<file path="src/design/pacd_params.svh">
`ifndef PACD_PARAMS_SVH
`define PACD_PARAMS_SVH

// Clock rate in MHz (25 ns period)
`define PACD_CLK_MHZ           40

// Register offsets on the serial register port
`define PACD_ADDR_W            5
`define PACD_OFS_ROUTING       5'h07
`define PACD_OFS_PRECHARGE     5'h08
`define PACD_OFS_DIAG          5'h09

// Reset values
`define PACD_RST_ROUTING       16'h6c60
`define PACD_RST_PRECHARGE     16'h0000
`define PACD_RST_DIAG          16'hc000

// Routing register fields
`define PACD_RT_ZERO_BIT       15
`define PACD_RT_CH3_SEL_LSB    9
`define PACD_RT_CH3_EN         8
`define PACD_RT_CH2_SEL_LSB    5
`define PACD_RT_CH2_EN         4
`define PACD_RT_CH1_SEL_LSB    1
`define PACD_RT_CH1_EN         0

// Pre-charge timing register fields
`define PACD_PT_DEEP_ADAPT     14
`define PACD_PT_GEN_DETECT     12
`define PACD_PT_CH3_PDCHG_LSB  10
`define PACD_PT_CH3_PCHG_LSB   8
`define PACD_PT_CH2_PDCHG_LSB  6
`define PACD_PT_CH2_PCHG_LSB   4
`define PACD_PT_CH1_PDCHG_LSB  2
`define PACD_PT_CH1_PCHG_LSB   0

// Diagnostic control register fields
`define PACD_DG_AMP2_SIDE      15
`define PACD_DG_AMP1_SIDE      14
`define PACD_DG_OC2_FILT_LSB   12
`define PACD_DG_OC1_FILT_LSB   10
`define PACD_DG_AMP2_OFF       9
`define PACD_DG_AMP1_OFF       8
`define PACD_DG_PULLDOWN_LSB   0

// Pre-charge / pre-discharge step times in ns
`define PACD_PCHG_NS_0         125
`define PACD_PCHG_NS_1         250
`define PACD_PCHG_NS_2         500
`define PACD_PCHG_NS_3         1000

// Overcurrent filter times in us
`define PACD_OCF_US_0          6
`define PACD_OCF_US_1          10
`define PACD_OCF_US_2          50
`define PACD_OCF_US_3          100

// Static bridge mode codes
`define PACD_MODE_LS_ON        2'h1
`define PACD_MODE_HS_ON        2'h2

`endif

</file>
<file path="src/design/pacd_pkg.sv">
`include "pacd_params.svh"

package pacd_pkg;

	// Register word and field types
	typedef logic [15:0] pacd_word_t;
	typedef logic [2:0]  pacd_bridge_sel_t;
	typedef logic [1:0]  pacd_code_t;
	typedef logic [12:0] pacd_cycles_t;

	// Pre-charge code to cycles, a least time so rounded up
	function automatic pacd_cycles_t pacd_pchg_cycles(input pacd_code_t code);
		int ns;
		ns = `PACD_PCHG_NS_0;
		unique case (code)
			2'h0: ns = `PACD_PCHG_NS_0;
			2'h1: ns = `PACD_PCHG_NS_1;
			2'h2: ns = `PACD_PCHG_NS_2;
			2'h3: ns = `PACD_PCHG_NS_3;
		endcase
		return pacd_cycles_t'((ns * `PACD_CLK_MHZ + 999) / 1000);
	endfunction : pacd_pchg_cycles

	// Overcurrent filter code to cycles
	function automatic pacd_cycles_t pacd_ocf_cycles(input pacd_code_t code);
		int us;
		us = `PACD_OCF_US_0;
		unique case (code)
			2'h0: us = `PACD_OCF_US_0;
			2'h1: us = `PACD_OCF_US_1;
			2'h2: us = `PACD_OCF_US_2;
			2'h3: us = `PACD_OCF_US_3;
		endcase
		return pacd_cycles_t'(us * `PACD_CLK_MHZ);
	endfunction : pacd_ocf_cycles

endpackage : pacd_pkg

</file>
<file path="src/design/pacd_config_regs.sv">
// Overview of operation
// - Three-bit field routes each channel to bridge
// - Routing register resets to its default
// - One enable bit per channel, default off
// - Shared bridge: flag error, bridge high impedance
// - Bit 15 reads zero; reserved bits writable
// - Two-bit pre-charge time, 125 to 1000 ns
// - Two-bit pre-discharge time, same encoding
// - Bit 14 enables deep adaptation
// - Bit 12 enables generator mode detection
// - Bits 15/14 pick sense amplifier side
// - Two-bit overcurrent filter, 6 to 100 us
// - Bits 9/8 switch sense amplifiers off
// - Bits 7..0 enable bridge diagnostic pull-downs
// - Static mode: 01 low, 10 high, else off
`timescale 1ns/1ps
`default_nettype none
`include "pacd_params.svh"

module pacd_config_regs #(
	parameter int NUM_BRIDGES = 8
) (
	// Clock and reset
	input  wire logic                       clk,
	input  wire logic                       sys_rst,
	// Register port from the serial interface
	input  wire logic                       reg_wr_en,
	input  wire logic                       reg_rd_en,
	input  wire logic [`PACD_ADDR_W-1:0]    reg_addr,
	input  wire logic [15:0]                reg_wr_data,
	output logic      [15:0]                reg_rd_data,
	output logic                            reg_rd_valid,
	// Static half-bridge modes, two bits per bridge
	input  wire logic [2*NUM_BRIDGES-1:0]   bridge_static_state,
	// Channel routing
	output logic      [2:0]                 chan1_bridge_select,
	output logic      [2:0]                 chan2_bridge_select,
	output logic      [2:0]                 chan3_bridge_select,
	output logic                            chan1_activate,
	output logic                            chan2_activate,
	output logic                            chan3_activate,
	// Pre-charge timing, in clock cycles
	output logic      [12:0]                chan1_precharge_time,
	output logic      [12:0]                chan2_precharge_time,
	output logic      [12:0]                chan3_precharge_time,
	output logic      [12:0]                chan1_predischarge_time,
	output logic      [12:0]                chan2_predischarge_time,
	output logic      [12:0]                chan3_predischarge_time,
	output logic                            deep_adapt_on,
	output logic                            generator_detect_on,
	// Sense amplifiers and diagnostics
	output logic                            sense_amp1_side,
	output logic                            sense_amp2_side,
	output logic      [12:0]                overcurrent1_filter,
	output logic      [12:0]                overcurrent2_filter,
	output logic                            sense_amp1_disable,
	output logic                            sense_amp2_disable,
	output logic      [NUM_BRIDGES-1:0]     bridge_diag_pulldown,
	// Bridge drive decisions
	output logic      [NUM_BRIDGES-1:0]     bridge_hiz,
	output logic      [NUM_BRIDGES-1:0]     bridge_ls_on,
	output logic      [NUM_BRIDGES-1:0]     bridge_hs_on,
	output logic      [NUM_BRIDGES-1:0]     bridge_pwm_on,
	output logic      [NUM_BRIDGES-1:0]     bridge_conflict,
	output logic                            map_error_pulse
);

	// Stored registers
	pacd_pkg::pacd_word_t routing;           // Channel routing
	pacd_pkg::pacd_word_t next_routing;
	pacd_pkg::pacd_word_t precharge;         // Pre-charge timing
	pacd_pkg::pacd_word_t next_precharge;
	pacd_pkg::pacd_word_t diag;              // Diagnostic control
	pacd_pkg::pacd_word_t next_diag;
	logic [15:0]          next_rd_data;
	logic                 next_rd_valid;

	// Register write and read decode
	always_comb begin
		next_routing   = routing;
		next_precharge = precharge;
		next_diag      = diag;
		next_rd_data   = 16'h0000;
		next_rd_valid  = reg_rd_en;
		if (reg_wr_en) begin
			unique case (reg_addr)
				`PACD_OFS_ROUTING: begin
					// Top bit is read-only zero, reserved bits kept as written
					next_routing = reg_wr_data;
					next_routing[`PACD_RT_ZERO_BIT] = 1'b0;
				end
				// Host keeps the reserved bits at zero; stored as given
				`PACD_OFS_PRECHARGE: next_precharge = reg_wr_data;
				`PACD_OFS_DIAG:      next_diag = reg_wr_data;
				default: ;
			endcase
		end
		if (reg_rd_en) begin
			unique case (reg_addr)
				`PACD_OFS_ROUTING:   next_rd_data = routing;
				`PACD_OFS_PRECHARGE: next_rd_data = precharge;
				`PACD_OFS_DIAG:      next_rd_data = diag;
				// Unmapped addresses read as zero
				default:             next_rd_data = 16'h0000;
			endcase
		end
	end

	// Register storage
	always_ff @(posedge clk) begin
		if (sys_rst) begin
			routing      <= `PACD_RST_ROUTING;
			precharge    <= `PACD_RST_PRECHARGE;
			diag         <= `PACD_RST_DIAG;
			reg_rd_data  <= 16'h0000;
			reg_rd_valid <= 1'b0;
		end else begin
			routing      <= next_routing;
			precharge    <= next_precharge;
			diag         <= next_diag;
			reg_rd_data  <= next_rd_data;
			reg_rd_valid <= next_rd_valid;
		end
	end

	// Field views of the routing register
	logic [2:0] sel [3];                     // Bridge code per channel
	logic [2:0] act;                         // Enable per channel
	assign sel[0] = routing[`PACD_RT_CH1_SEL_LSB +: 3];
	assign sel[1] = routing[`PACD_RT_CH2_SEL_LSB +: 3];
	assign sel[2] = routing[`PACD_RT_CH3_SEL_LSB +: 3];
	assign act    = {routing[`PACD_RT_CH3_EN], routing[`PACD_RT_CH2_EN],
			routing[`PACD_RT_CH1_EN]};

	// Drive decision state
	logic [NUM_BRIDGES-1:0] next_hiz;
	logic [NUM_BRIDGES-1:0] next_ls;
	logic [NUM_BRIDGES-1:0] next_hs;
	logic [NUM_BRIDGES-1:0] next_pwm;
	logic [NUM_BRIDGES-1:0] next_conflict;
	logic                   next_err;

	// Per-bridge ownership and conflict, recomputed every cycle
	always_comb begin
		logic [1:0] owners;
		logic [1:0] mode;
		owners        = 2'h0;
		mode          = 2'h0;
		next_hiz      = '0;
		next_ls       = '0;
		next_hs       = '0;
		next_pwm      = '0;
		next_conflict = '0;
		for (int b = 0; b < NUM_BRIDGES; b++) begin
			owners = 2'h0;
			for (int c = 0; c < 3; c++) begin
				// Code 000 is bridge 1 up to 111 for bridge 8
				if (act[c] && (sel[c] == 3'(b))) begin
					owners = owners + 2'h1;
				end
			end
			mode = bridge_static_state[2*b +: 2];
			if (owners > 2'h1) begin
				// Shared bridge is parked, releases once unshared
				next_conflict[b] = 1'b1;
				next_hiz[b]      = 1'b1;
			end else if (owners == 2'h1) begin
				next_pwm[b] = 1'b1;
			end else if (mode == `PACD_MODE_LS_ON) begin
				next_ls[b] = 1'b1;
			end else if (mode == `PACD_MODE_HS_ON) begin
				next_hs[b] = 1'b1;
			end else begin
				// Both 00 and the reserved 11 leave the bridge off
				next_hiz[b] = 1'b1;
			end
		end
		// Error flagged once per new conflict, not every cycle
		next_err = |(next_conflict & ~bridge_conflict);
	end

	// Drive decision registers
	always_ff @(posedge clk) begin
		if (sys_rst) begin
			bridge_hiz      <= '1;
			bridge_ls_on    <= '0;
			bridge_hs_on    <= '0;
			bridge_pwm_on   <= '0;
			bridge_conflict <= '0;
			map_error_pulse <= 1'b0;
		end else begin
			bridge_hiz      <= next_hiz;
			bridge_ls_on    <= next_ls;
			bridge_hs_on    <= next_hs;
			bridge_pwm_on   <= next_pwm;
			bridge_conflict <= next_conflict;
			map_error_pulse <= next_err;
		end
	end

	// Configuration outputs straight from register fields
	always_comb begin
		chan1_bridge_select     = sel[0];
		chan2_bridge_select     = sel[1];
		chan3_bridge_select     = sel[2];
		chan1_activate          = act[0];
		chan2_activate          = act[1];
		chan3_activate          = act[2];
		chan1_precharge_time    = pacd_pkg::pacd_pchg_cycles(
				precharge[`PACD_PT_CH1_PCHG_LSB +: 2]);
		chan2_precharge_time    = pacd_pkg::pacd_pchg_cycles(
				precharge[`PACD_PT_CH2_PCHG_LSB +: 2]);
		chan3_precharge_time    = pacd_pkg::pacd_pchg_cycles(
				precharge[`PACD_PT_CH3_PCHG_LSB +: 2]);
		chan1_predischarge_time = pacd_pkg::pacd_pchg_cycles(
				precharge[`PACD_PT_CH1_PDCHG_LSB +: 2]);
		chan2_predischarge_time = pacd_pkg::pacd_pchg_cycles(
				precharge[`PACD_PT_CH2_PDCHG_LSB +: 2]);
		chan3_predischarge_time = pacd_pkg::pacd_pchg_cycles(
				precharge[`PACD_PT_CH3_PDCHG_LSB +: 2]);
		deep_adapt_on           = precharge[`PACD_PT_DEEP_ADAPT];
		generator_detect_on     = precharge[`PACD_PT_GEN_DETECT];
		sense_amp2_side         = diag[`PACD_DG_AMP2_SIDE];
		sense_amp1_side         = diag[`PACD_DG_AMP1_SIDE];
		overcurrent2_filter     = pacd_pkg::pacd_ocf_cycles(
				diag[`PACD_DG_OC2_FILT_LSB +: 2]);
		overcurrent1_filter     = pacd_pkg::pacd_ocf_cycles(
				diag[`PACD_DG_OC1_FILT_LSB +: 2]);
		sense_amp2_disable      = diag[`PACD_DG_AMP2_OFF];
		sense_amp1_disable      = diag[`PACD_DG_AMP1_OFF];
		bridge_diag_pulldown    = diag[`PACD_DG_PULLDOWN_LSB +: NUM_BRIDGES];
	end

endmodule : pacd_config_regs

`default_nettype wire

</file>
<file path="config.mk">
export PLATFORM = sky130hd
export DESIGN_NAME = pacd_config_regs
export DESIGN_NICKNAME = d
export VERILOG_FILES = /design/src/design/pacd_pkg.sv /design/src/design/pacd_config_regs.sv
export VERILOG_INCLUDE_DIRS = /design/src /design/src/design
export SDC_FILE = /design/constraint.sdc
export NUM_CORES = 1
export LEC_CHECK = 0
export BUFFER_PORTS_ARGS = -buffer_cell sky130_fd_sc_hd__buf_2
export CAP_MARGIN = 20
export CORE_MARGIN = 8
export CORE_UTILIZATION = 46
export DETAILED_ROUTE_END_ITERATION = 8
export PLACE_DENSITY = 0.77
export SLEW_MARGIN = 20
export SYNTH_ARGS = -nofsm -noshare
export SYNTH_HDL_FRONTEND = slang
export SYNTH_SLANG_ARGS = --single-unit
export TNS_END_PERCENT = 10
</file>
<file path="constraint.sdc">
create_clock -name clk -period 1.8 [get_ports clk]
set_input_delay 0.27 -clock clk [delete_from_list [all_inputs] [get_ports clk]]
set_output_delay 0.27 -clock clk [all_outputs]
set_load 0.005 [all_outputs]
</file>
# == Word level (Yosys, flattened, before mapping) ==
# Index checks and enable logic that the tools add are counted.
# word_totals
input_bits,41
elab_cells,311
out_inout_bits,188
register_bits,105
# classes
mux,89
n_mul,8
bitwise_logic,3
order_cmp,8
div,6
eq_ne,72
add_sub_neg,22
reduce_logical,64
# ops
op,n
32-bit case mux with 4 select lines,8
32-bit by 11-bit adder with 32-bit output (second input constant),6
32-bit by 11-bit divider with 32-bit output (second input constant),6
32-bit by 4-bit multiplier with 29-bit output (second input constant),6
32-bit by 4-bit multiplier with 10-bit output (second input constant),2
1-bit 2-to-1 mux,64
2-bit by 1-bit equality test with 1-bit output (second input constant),24
2-bit equality test (second input constant),24
16-bit case mux with 3 select lines,1
3-bit equality test (second input constant),12
2-bit by 1-bit adder with 2-bit output (second input constant),16
2-bit 2-to-1 mux,16
4-bit OR reduction,8
1-bit logical AND,24
3-bit OR reduction,8
3-bit by 2-bit equality test with 1-bit output (second input constant),6
2-bit OR reduction,9
2-bit by 1-bit > comparator with 1-bit output (second input constant),8
2-bit zero test,8
5-bit by 4-bit equality test with 1-bit output (second input constant),2
3-bit by 1-bit equality test with 1-bit output (second input constant),3
3-bit zero test,3
8-bit bitwise AND,1
8-bit inverter,1
4 further kinds,6

# == Longest topological paths before layout ==
# depth
word_depth,11
depth_mapped,8
mapped_depth_nobuf,8

# == Least setup slack after synthesis ==
# No wires, ideal clock.
# synth_path
kind,register to output
startpoint,register diag[10]
endpoint,output port overcurrent1_filter[12]
t_arrival_ps,1741
path_buffers,0
setup_slack_ps,-211
required_ps,1530
path_stages_with_launch,7
cell_sequence,dfxtp_1 > ha_1 > inv_1 > ha_1 > ha_1 > a21o_1 > a21o_1
# synth_between
elab_chain_cells,3
word_cells_on_any_way,6
cone_classes,1 x mul; 3 x eq/ne; 1 x mux; 1 x reduce/logical
# synth_lines
element,line,text
"start, declared",pacd_config_regs.sv:73,pacd_pkg::pacd_word_t diag;
"start signal, assigned",pacd_config_regs.sv:114,diag <= `PACD_RST_DIAG;
"start signal, assigned",pacd_config_regs.sv:120,diag <= next_diag;
2-bit equality test (tied with other cells),pacd_pkg.sv:28,unique case (code)
32-bit case mux with 4 select lines *,pacd_pkg.sv:28,
32-bit by 4-bit multiplier with 10-bit output (no line) *,-,
"end, declared",pacd_config_regs.sv:54,"output logic [12:0] overcurrent1_filter,"
# Mark *: on every way between the ends. The rest lies on a longest branch, timed or not. The select of a mux whose other input is x is not followed.

# == Worst setup path after layout ==
# layout_path
startpoint,register diag[10]
endpoint,output port overcurrent1_filter[10]
# The elaborated chain is that of the path after synthesis.

==> flow_summary.toml <==
[outcome]
status = "finished, violations left"
violations = "setup timing"

[detailed_routing]
antenna_left = 0
wl_per_cell_microns = 15.3
via_per_inst = 5.02
dr.pass1.iters = 5
wl_mm = 18.3
vias = 6001
drc = 0
drt_iter0_markers = 424

[place]
dp_cells = 1177
numPortBuffers = 182
gp_congestion = 0.856
dp_hpwl_mm = 13.8
pre_cts_ws_ns = -0.168

[yosys]
async_reset_ff_frac = 0
synth-edff-count = 0
synth.yosys.warnings = 0
ys_types = 47
synth-seq-cells = 105
postSynthCellCount = 797
synth_seq_area_share = 0.313
ys_dominant_reg_cell = "dfxtp_1"
netlist_area_sq_um = 6720
avgSynthCellArea_sq_um = 8.44

[floorplanning]
die_h_microns = 137
die_width_microns = 137
row_count = 44
core_sq_um = 14400
dieArea_sq_um = 18700
ios = 229
start_util = 0.466

[worst_hold_path]
hold_end = "routing[14]$_SDFFE_PP1P_"
hp-class = "primary input to flip-flop"
min_from = "reg_wr_data[14]"
hold_depth = 3

[critical_path]
cp-start-kind = "flip-flop"
critPathCaptureType = "primary output"
critical_path.cell_chain = "inv_4 -> ha_4 -> inv_2 -> ha_4 -> ha_4 -> a21o_1 -> xor2_1 -> buf_2"
slowest_delay_ns = 0.38
cp_common_cell = "ha_4"
path_class = "flip-flop to primary output"
r2r-end = "map_error_pulse$_SDFF_PP0_"
crit_slowest_cell = "dfxtp_4"
r2r_cells = 8
worstPathMaxFanout = 3
arrival_ns = 1.91
cp.required_ns = 1.53
r2r_start = "routing[6]$_SDFFE_PP1P_"
r2r_slack_ns = 0.03

[layout]
final_common_cell = "buf_2"
register_area_sq_um = 2160
nets = 1154
fin_cells = 1196
fin_util = 0.603
drive_above_1_share = 0.365
nFillCells = 1288
num_antenna_cells = 0
area_growth_pct = 29.5
multi_input_area_sq_um = 4210
final_cell_mix = "182 x buf_2, 86 x dfxtp_1, 78 x nand2_1"

[sta]
max_slew_margin = 0.474
clock.fmax_mhz = 460
hold_viol = 0
worst_pin_slew_ns = 0.789
rsz0062_at_grt = "yes"
finalMaxSlewViolations = 0
finalWorstPathRequiredPeriod_ns = 2.18
period_share = 1.21
finClkSkew_ns = 0.00705
setup_viol = 16
worst_slack_ns = -0.375
fin_tns_setup_ns = -3.01

[pwr]
p_leak_nw = 4.28
power_density_nw_per_um2 = 534
total_power_mw = 4.65
irDropWorstVdd_mv = 0.426

[clock_tree]
clk_latency_ns = 0.35
cts_tree = "done"
clockBufferDepth = 2
clkTransAtPathRegs_ns = 0.07
cts_hold_buf = 0
root_buffer = "clkbuf_16"
htree_levels = 3
cts_buffers = 9
clkSinkCount = 105

[global_routing]
grtUsageTotal = 0.192
antenna_found_initial = 0
grt-ovfl-total = 0
grt_pass1_vias = 5909
grt_pass1_wl_mm = 28.9
grt_max_degree = 73

[run]
cap_viol_max_count = 0
[cell families after synthesis]
logic type | after synthesis | synth area share
flops | 105 | 0.313
simple gates | 263 | 0.206
other cells | 2 | 0.00112
fa+ha+maj | 106 | 0.206
compound gates | 130 | 0.119
buf+inv | 179 | 0.138
mux | 6 | 0.00930
xor+xnor | 6 | 0.00782
[critical path: cells and delay by family, from the launching register on]
kind | cells | cell delay [ns]
adders and majority gates | 3 | 0.60
DFF | 1 | 0.38
buffers and inverters | 3 | 0.23
AOI/OAI and AO/OA | 1 | 0.18
xor gates and xnor gates | 1 | 0.16
[area by class of cell]
| type | instances | share of cell area |
|---|---|---|
| multi-input combinational | 557 | 0.483 |
| sequential | 105 | 0.248 |
| timing repair buffer | 252 | 0.172 |
| inverter | 82 | 0.0371 |
| clock buffer | 11 | 0.0290 |
| tap | 184 | 0.0264 |
| clock inverter | 5 | 0.00417 |
[metal layers]
| metal | track usage | wire length (microns) | up-vias |
|---|---|---|---|
| li1 | - | - | 2964 |
| met1 | 0.227 | 7650 | 2809 |
| met2 | 0.330 | 8970 | 209 |
| met3 | 0.0551 | 1420 | 19 |
| met4 | 0.0567 | 260 | 0 |
| met5 | 0 | 0 | - |
[Yosys cell counts (10+ instances only)]
cell type / count / area (sq um)
nor3_1: 13 / 65.1
nor2_1: 29 / 109
and2_1: 12 / 75.1
nand2_1: 78 / 293
ha_1: 98 / 1230
dfxtp_1: 105 / 2100
a22oi_1: 16 / 120
nand3_1: 59 / 295
a21o_1: 10 / 75.1
a21oi_1: 62 / 310
nor2b_1: 21 / 131
clkbuf_1: 24 / 90.1
buf_4: 63 / 473
inv_1: 82 / 308
nand3b_1: 11 / 82.6
[stage by stage]
step                      cell area [sq um]  hold WS (ns)
after global placement                 8020         0.442
after floorplan                        6930         0.407
final                                  8700         0.182
after global routing                   8700         0.185
after CTS                              8550         0.166
after detailed placement               8020         0.447
[sequential cells by signal (all words and copies together) (netlist names), 15 cells and up]
name,flops
diag,16
precharge,16
reg_rd_data,16
routing,15
[worst max path at each step]
stage	cells past startpoint	from	endpoint
floorplan	6	routing[9]$_SDFFE_PP0P_	bridge_hs_on[0]$_SDFF_PP0_
finish	8	diag[10]$_SDFFE_PP0P_	overcurrent1_filter[10]
CTS	8	diag[12]$_SDFFE_PP0P_	overcurrent2_filter[12]
detailed placement	8	diag[12]$_SDFFE_PP0P_	overcurrent2_filter[12]
global placement	8	diag[10]$_SDFFE_PP0P_	overcurrent1_filter[12]
global route	8	diag[10]$_SDFFE_PP0P_	overcurrent1_filter[10]
[repair_timing]
item / CTS / global route
buffers inserted: 3 / 0
endpoints found under the setup margin: 21 / 35
pin swaps: 13 / 5
gates resized for setup: 75 / 37
[power breakdown]
group	internal [mW]	leakage [nW]	switching, mW	total (mW)
Sequential	2.34	0.864	0.0163	2.36
Combinational	0.155	3.27	0.220	0.375
Clock	1.03	0.147	0.892	1.92
Power figures use the tool's default switching activity.
